<file path="src/shared/irq_ctrl_defines.vh">
`ifndef IRQ_CTRL_DEFINES_VH
`define IRQ_CTRL_DEFINES_VH

// Register offsets
`define REG_CTRL 4'h0
`define REG_STATUS 4'h1
`define REG_PIN 4'h2
// Control register fields
`define CTRL_GLOBAL_BIT 0
`define CTRL_SERIAL_EN_BIT 1
`define CTRL_EXT_EN_BIT 2
// Status register fields
`define STAT_SERIAL_FLAG_BIT 0
`define STAT_EXT_FLAG_BIT 1
`define STAT_STACK_FULL_BIT 2
`define STAT_ASLEEP_BIT 3
// Pin register fields
`define PIN_DIR_BIT 0
`define PIN_PULL_BIT 1
`define PIN_LEVEL_BIT 2
// Vectors
`define VEC_SERIAL 13'h0010
`define VEC_EXT 13'h0014
// Reset values
`define CTRL_RESET 8'h00
`define PIN_RESET 8'h01
`endif

</file>
<file path="src/design/fall_edge_detect.v">
`include "irq_ctrl_defines.vh"

module fall_edge_detect
(
    // Clock and reset
    input wire clk_sys,
    input wire resetn,
    // Raw pin and gate
    input wire pin_in,
    input wire gate,
    // Detected falling edge
    output reg fall_ff
);

reg sync1_ff;
reg sync2_ff;
reg last_ff;

// Two-stage synchroniser, then edge compare on the second stage only
always @(posedge clk_sys)
begin
    if (!resetn)
    begin
        sync1_ff <= 1'b1;
        sync2_ff <= 1'b1;
        last_ff <= 1'b1;
        fall_ff <= 1'b0;
    end
    else
    begin
        sync1_ff <= pin_in;
        sync2_ff <= sync1_ff;
        // Edge history held high while gated, so enabling on a low pin counts as an edge
        last_ff <= gate ? sync2_ff : 1'b1;
        fall_ff <= gate & last_ff & ~sync2_ff;
    end
end

endmodule

</file>
<file path="src/design/serial_and_pin_interrupt_ctrl.v">
// The implementer's own choices: the strobed register port and the register offsets.
`include "irq_ctrl_defines.vh"

module serial_and_pin_interrupt_ctrl
#(
    parameter PC_W = 13
)
(
    // Clock and reset
    input wire clk_sys,
    input wire resetn,
    // Register port
    input wire [3:0] reg_addr,
    input wire [7:0] reg_wdata,
    input wire reg_wr,
    input wire reg_rd,
    output reg [7:0] reg_rdata_ff,
    // Serial module events
    input wire serial_byte_done,
    input wire serial_addr_match,
    // Shared port pin
    input wire shared_port_pin,
    output reg shared_pin_pull_en_ff,
    // Sequencer and stack
    input wire t2_rise,
    input wire stack_full,
    input wire [PC_W-1:0] pc_now,
    input wire power_down,
    output reg call_ff,
    output reg [PC_W-1:0] call_vector_ff,
    output reg push_ff,
    output reg [PC_W-1:0] push_data_ff,
    output reg wake_ff
);

// Control and pin configuration
reg global_irq_enable_ff;
reg serial_irq_enable_ff;
reg ext_irq_enable_ff;
reg serial_irq_flag_ff;
reg ext_irq_flag_ff;
reg shared_pin_direction_bit_ff;
reg asleep_ff;
wire ext_fall;
wire sel_serial;
wire sel_ext;
wire take;
wire wr_ctrl;
wire wr_stat;
wire wr_pin;
wire serial_set;
wire serial_go;
wire ext_go;
wire [7:0] ctrl_word;
wire [7:0] stat_word;
wire [7:0] pin_word;
// Second copy of the pin for readback; the raw pin is never read by logic
reg pin_sync1_ff;
reg pin_sync2_ff;

// Reset images as vectors so single bits are picked by position, not by shifting
localparam [7:0] CTRL_RST = `CTRL_RESET;
localparam [7:0] PIN_RST = `PIN_RESET;
// Vectors sized to the program counter so a narrower core truncates on purpose
localparam [PC_W-1:0] VEC_SER_W = `VEC_SERIAL;
localparam [PC_W-1:0] VEC_EXT_W = `VEC_EXT;

// Pin edge detection, live only while the external enable is set
fall_edge_detect u_edge
(
    .clk_sys(clk_sys),
    .resetn(resetn),
    .pin_in(shared_port_pin),
    .gate(ext_irq_enable_ff),
    .fall_ff(ext_fall)
);

assign wr_ctrl = reg_wr & (reg_addr == `REG_CTRL);
assign wr_stat = reg_wr & (reg_addr == `REG_STATUS);
assign wr_pin = reg_wr & (reg_addr == `REG_PIN);
assign serial_set = serial_byte_done | serial_addr_match;

// Per-source eligibility; flags alone are not enough
assign serial_go = global_irq_enable_ff & serial_irq_enable_ff & serial_irq_flag_ff;
assign ext_go = global_irq_enable_ff & ext_irq_enable_ff & ext_irq_flag_ff;

// Serial outranks external when both are ready
assign sel_serial = serial_go;
assign sel_ext = ext_go & ~serial_go;

// Acknowledge only at a T2 edge with stack room and no call in flight
assign take = t2_rise & ~stack_full & ~call_ff & (serial_go | ext_go);

// Control register: global enable self-clears on service
always @(posedge clk_sys)
begin
    if (!resetn)
    begin
        global_irq_enable_ff <= CTRL_RST[`CTRL_GLOBAL_BIT];
        serial_irq_enable_ff <= 1'b0;
        ext_irq_enable_ff <= 1'b0;
    end
    else
    begin
        if (take)
            global_irq_enable_ff <= 1'b0;
        else if (wr_ctrl)
            global_irq_enable_ff <= reg_wdata[`CTRL_GLOBAL_BIT];
        if (wr_ctrl)
        begin
            serial_irq_enable_ff <= reg_wdata[`CTRL_SERIAL_EN_BIT];
            ext_irq_enable_ff <= reg_wdata[`CTRL_EXT_EN_BIT];
        end
    end
end

// Request flags: hold regardless of enable, set beats every clear
always @(posedge clk_sys)
begin
    if (!resetn)
    begin
        serial_irq_flag_ff <= 1'b0;
        ext_irq_flag_ff <= 1'b0;
    end
    else
    begin
        if (serial_set)
            serial_irq_flag_ff <= 1'b1;
        else if (take & sel_serial)
            serial_irq_flag_ff <= 1'b0;
        else if (wr_stat & ~reg_wdata[`STAT_SERIAL_FLAG_BIT])
            serial_irq_flag_ff <= 1'b0;
        if (ext_fall)
            ext_irq_flag_ff <= 1'b1;
        else if (take & sel_ext)
            ext_irq_flag_ff <= 1'b0;
        else if (wr_stat & ~reg_wdata[`STAT_EXT_FLAG_BIT])
            ext_irq_flag_ff <= 1'b0;
    end
end

// Pin configuration: direction is software's to set, pull-up is kept as chosen
always @(posedge clk_sys)
begin
    if (!resetn)
    begin
        shared_pin_direction_bit_ff <= PIN_RST[`PIN_DIR_BIT];
        shared_pin_pull_en_ff <= PIN_RST[`PIN_PULL_BIT];
    end
    else if (wr_pin)
    begin
        shared_pin_direction_bit_ff <= reg_wdata[`PIN_DIR_BIT];
        // Pull choice is not overridden by interrupt use
        shared_pin_pull_en_ff <= reg_wdata[`PIN_PULL_BIT];
    end
end

// Vectored call: only the program counter is pushed
always @(posedge clk_sys)
begin
    if (!resetn)
    begin
        call_ff <= 1'b0;
        push_ff <= 1'b0;
        call_vector_ff <= {PC_W{1'b0}};
        push_data_ff <= {PC_W{1'b0}};
    end
    else
    begin
        call_ff <= take;
        push_ff <= take;
        if (take)
        begin
            call_vector_ff <= sel_serial ? VEC_SER_W : VEC_EXT_W;
            push_data_ff <= pc_now;
        end
    end
end

// Wake from power-down on any pending flag, whatever the enables
always @(posedge clk_sys)
begin
    if (!resetn)
    begin
        wake_ff <= 1'b0;
        asleep_ff <= 1'b0;
    end
    else
    begin
        asleep_ff <= power_down;
        wake_ff <= power_down & (serial_irq_flag_ff | ext_irq_flag_ff);
    end
end

// Pin level for readback passes two flops; it arrives from outside the clock domain
always @(posedge clk_sys)
begin
    if (!resetn)
    begin
        pin_sync1_ff <= 1'b1;
        pin_sync2_ff <= 1'b1;
    end
    else
    begin
        pin_sync1_ff <= shared_port_pin;
        pin_sync2_ff <= pin_sync1_ff;
    end
end

// Register images assembled once so the read mux stays a plain select
assign ctrl_word = {5'h00, ext_irq_enable_ff, serial_irq_enable_ff, global_irq_enable_ff};
assign stat_word = {4'h0, asleep_ff, stack_full, ext_irq_flag_ff, serial_irq_flag_ff};
assign pin_word = {5'h00, pin_sync2_ff, shared_pin_pull_en_ff, shared_pin_direction_bit_ff};

// Read data valid the cycle after the strobe; unmapped reads zero
always @(posedge clk_sys)
begin
    if (!resetn)
        reg_rdata_ff <= 8'h00;
    else if (reg_rd)
    begin
        case (reg_addr)
            `REG_CTRL:
                reg_rdata_ff <= ctrl_word;
            `REG_STATUS:
                reg_rdata_ff <= stat_word;
            `REG_PIN:
                reg_rdata_ff <= pin_word;
            default:
                reg_rdata_ff <= 8'h00;
        endcase
    end
    else
        reg_rdata_ff <= 8'h00;
end

endmodule

</file>
<file path="config.mk">
export PLATFORM = sky130hd
export DESIGN_NAME = serial_and_pin_interrupt_ctrl
export DESIGN_NICKNAME = d
export VERILOG_FILES = /design/src/design/fall_edge_detect.v /design/src/design/serial_and_pin_interrupt_ctrl.v
export VERILOG_INCLUDE_DIRS = /design/src /design/src/shared
export SDC_FILE = /design/constraint.sdc
export NUM_CORES = 1
export LEC_CHECK = 0
export BUFFER_PORTS_ARGS = -buffer_cell sky130_fd_sc_hd__buf_2
export CORE_MARGIN = 2
export CORE_UTILIZATION = 36
export CTS_CLUSTER_SIZE = 20
export DETAILED_ROUTE_END_ITERATION = 8
export HOLD_SLACK_MARGIN = 0.15
export PLACE_DENSITY = 0.69
export REMOVE_ABC_BUFFERS = 1
export SLEW_MARGIN = 10
export SYNTH_ARGS = -nofsm -noshare
export SYNTH_HDL_FRONTEND = slang
export SYNTH_SLANG_ARGS = --single-unit
export TNS_END_PERCENT = 50
</file>
<file path="constraint.sdc">
create_clock -name clk_sys -period 1.02 [get_ports clk_sys]
set_input_delay 0.153 -clock clk_sys [delete_from_list [all_inputs] [get_ports clk_sys]]
set_output_delay 0.153 -clock clk_sys [all_outputs]
set_load 0.05 [all_outputs]
</file>
==> metrics <==
status finished, violations left; failing checks setup timing; Max-cap violations 0; Crit Reg-Reg Endpoint serial_irq_flag_ff; Worst Setup Path Type reg -> reg; # DRC 0; Setup Skew 0.004409 ns; Post-Syn Instances 158; Leak 0.0009890 µW; die area 4511 µm²; Rows 22; cell accounting for the most synthesized area dfxtp_1; setup repair bufs after CTS 0; Fmax 879.9 MHz; Critical Path RT 1.19 ns; post-detail-place hpwl 2.541 mm; Avg Cell Area, Syn 9.091 µm²; unrepaired setup endpoints after global routing true; Net count, final 284; Sink Count 33; Detailed Routing Iterations Pass 1 4; vias in the first global route 1329; final period utilization 111.4%; cts bufs inserted 5; PnR worst setup slack -0.1165 ns; GPL Wtd Cong 0.8229; hold depth 3; synthesized area 1436 µm²; Routed Antenna Nets 0; Yosys reg bits 33; routed len/inst 14.43 µm; Die Y-Extent 67.17 µm; Yosys cell types 36; type of origin of the critical path flip-flop; largest net degree at the start of global routing 15; via count 1473; Post-Route WL 4.285 mm; # diodes 0; Crit. End Element flip-flop; DR vias/cell 4.960; Crit Path Max Fanout 5; GR Util All Layers 17.62%; top cells by area, synth dfxtp_1, buf_4, nand3_1; maximum clock insertion buffer count 2; Peak VDD IR 1.001 mV; worst hold path startpoint reg_wdata[0]; hold endpoint shared_pin_direction_bit_ff; TritonCTS clock tree yes; Die Span X 67.17 µm; Port Buf Inserts 52; Hold Vio Cnt, Final 0; first-pass GRT wire length 5.844 mm; setup TNS -1.416 ns; Placed Cells 268; final setup fails 18; layout cell share with drive strength beyond 1 45.78%; Critical Path AT 1.31 ns; fin cells 297; final core occ 62.03%; P per Cell Area 1164 nW/µm²; Initial Utilization 38.37%; crit path time final 1.136 ns; Clock Latency Late Sink 0.28 ns; # H-tree levels 2; Reg-to-Reg Start push_ff; antenna violations before repair 0; Final Max Slew Viols 0; reg2reg setup slack -0.12 ns; Hold Path Class in -> reg; DRC violation total after the first TritonRoute iteration 112; WHS 0.1671 ns; CORE AREA 3744 µm²; GRT overflow 0; Clock transition at path regs 0.07 ns; YS warnings 0; IO Pins 73; register area share after synthesis 45.99%; Synth top area share 45.99%; area grow syn2layout 61.67%; Worst Reg-to-Reg Cells 3; Clock Root Buffer clkbuf_8
cell usage in the layout (no fill, tap or decap), types with 3 or more instances in the layout:
master	instances
and2_1	4
buf_2	32
o21a_1	3
nand3_2	9
a21oi_2	7
o21ai_2	3
nand3_1	10
o21ai_1	10
o21ai_0	5
clkbuf_4	6
nand2b_1	3
dfxtp_2	5
mux2i_1	3
nor2_1	3
dlygate4sd3_1	20
o2bb2ai_1	3
conb_1	15
buf_4	28
buf_6	7
clkbuf_8	6
dfxtp_1	28
a21oi_1	9
worst max-delay path: stages (launching register included):
cell      delay [ns]
dfxtp_2         0.33
and4bb_4        0.35
a21boi_2        0.06
o311a_1         0.28
how the worst max path moves through the flow:
stage	slack, ns	cells past startpoint	to	startpoint
6_report	-0.12	3	serial_irq_flag_ff	push_ff
3_5_place_dp	-0.16	4	push_data_ff[11]	push_ff
2_1_floorplan	-0.79	3	serial_irq_flag_ff	push_ff
4_1_cts	-0.11	3	serial_irq_flag_ff	push_ff
5_1_grt	-0.16	4	push_data_ff[1]	push_ff
3_3_place_gp	-0.12	3	serial_irq_flag_ff	push_ff
power by group:
group / internal, µW / switching [µW]
Combinational: 156 / 248
Sequential: 1300 / 10.7
Clock: 535 / 451
Total: 1990 / 709
cell usage after synthesis:
| master | n |
|---|---|
| nand3b_1 | 1 |
| and3_1 | 1 |
| a211oi_1 | 1 |
| clkinv_1 | 1 |
| o211a_1 | 1 |
| dfxtp_1 | 33 |
| o21a_1 | 3 |
| a21boi_1 | 1 |
| a22oi_4 | 1 |
| nor2b_1 | 2 |
| o21ai_0 | 17 |
| buf_2 | 1 |
| nand2b_1 | 3 |
| o2bb2ai_1 | 3 |
| and4bb_1 | 1 |
| nand3_1 | 20 |
| nand2_1 | 2 |
| or2_2 | 1 |
| o21ai_1 | 1 |
| nor2_1 | 4 |
| and2_1 | 4 |
| inv_1 | 2 |
| mux2i_1 | 3 |
| nand4_1 | 1 |
| nor3b_2 | 1 |
| conb_1 | 1 |
| o311a_1 | 1 |
| nand4bb_1 | 1 |
| clkbuf_2 | 1 |
| buf_4 | 20 |
| a21oi_1 | 16 |
| nor3_1 | 3 |
| a22o_2 | 1 |
| clkbuf_1 | 2 |
| a31oi_1 | 2 |
| or3b_1 | 1 |
final cells by class:
cell class	count	area, µm²
Tap cell	48	60.06
Timing Repair Buffer	94	714.4
Fill cell	314	1421
Clock buffer	7	86.33
Inverter	3	11.26
Sequential cell	33	666.9
Multi-Input combinational cell	112	783.3
routing by layer:
layer	vias up	track usage (%)	wire length, µm
met5	-	0	0
met4	0	7.908	93
met3	8	5.333	256
met2	56	28.96	2215
met1	694	21.18	1719
li1	715	-	-
sequential cells by signal, indices dropped and copies added (netlist names):
| signal | flops |
|---|---|
| serial_irq_enable_ff | 1 |
| ext_irq_enable_ff | 1 |
| u_edge.fall_ff | 1 |
| ext_irq_flag_ff | 1 |
| reg_rdata_ff | 4 |
| wake_ff | 1 |
| shared_pin_direction_bit_ff | 1 |
| shared_pin_pull_en_ff | 1 |
| push_ff | 1 |
| u_edge.sync1_ff | 1 |
| call_vector_ff | 2 |
| push_data_ff | 13 |
| global_irq_enable_ff | 1 |
| asleep_ff | 1 |
| serial_irq_flag_ff | 1 |
| u_edge.last_ff | 1 |
| u_edge.sync2_ff | 1 |
through the flow:
stage          total power [µW]  cell area (µm²)  worst slack [ns]
4_1_cts                    2692             2135           -0.1101
3_5_place_dp               1660             1804           -0.1572
5_1_grt                    2816             2322           -0.1616
6_report                   2703             2322           -0.1165
3_3_place_gp               1658             1804           -0.1219
2_1_floorplan              1531             1321           -0.7859
repair_timing:
| action | in CTS | in global routing |
|---|---|---|
| hold buffers | 20 | 0 |
| resized for setup | 15 | 66 |
| cloned | 1 | 1 |
| pin swaps | 2 | 23 |
| setup endpoints to repair | 26 | 34 |
| endpoints found under the hold margin | 19 | 0 |
kinds of logic after synthesis:
logic type / Yosys count / share of synthesized area [%]
compound gates: 48 / 20.73
simple gates: 46 / 18.47
flops: 33 / 45.99
buf+inv: 27 / 12.46
mux: 3 / 2.091
other cells: 1 / 0.2611
(Power assumes the default switching activity.)
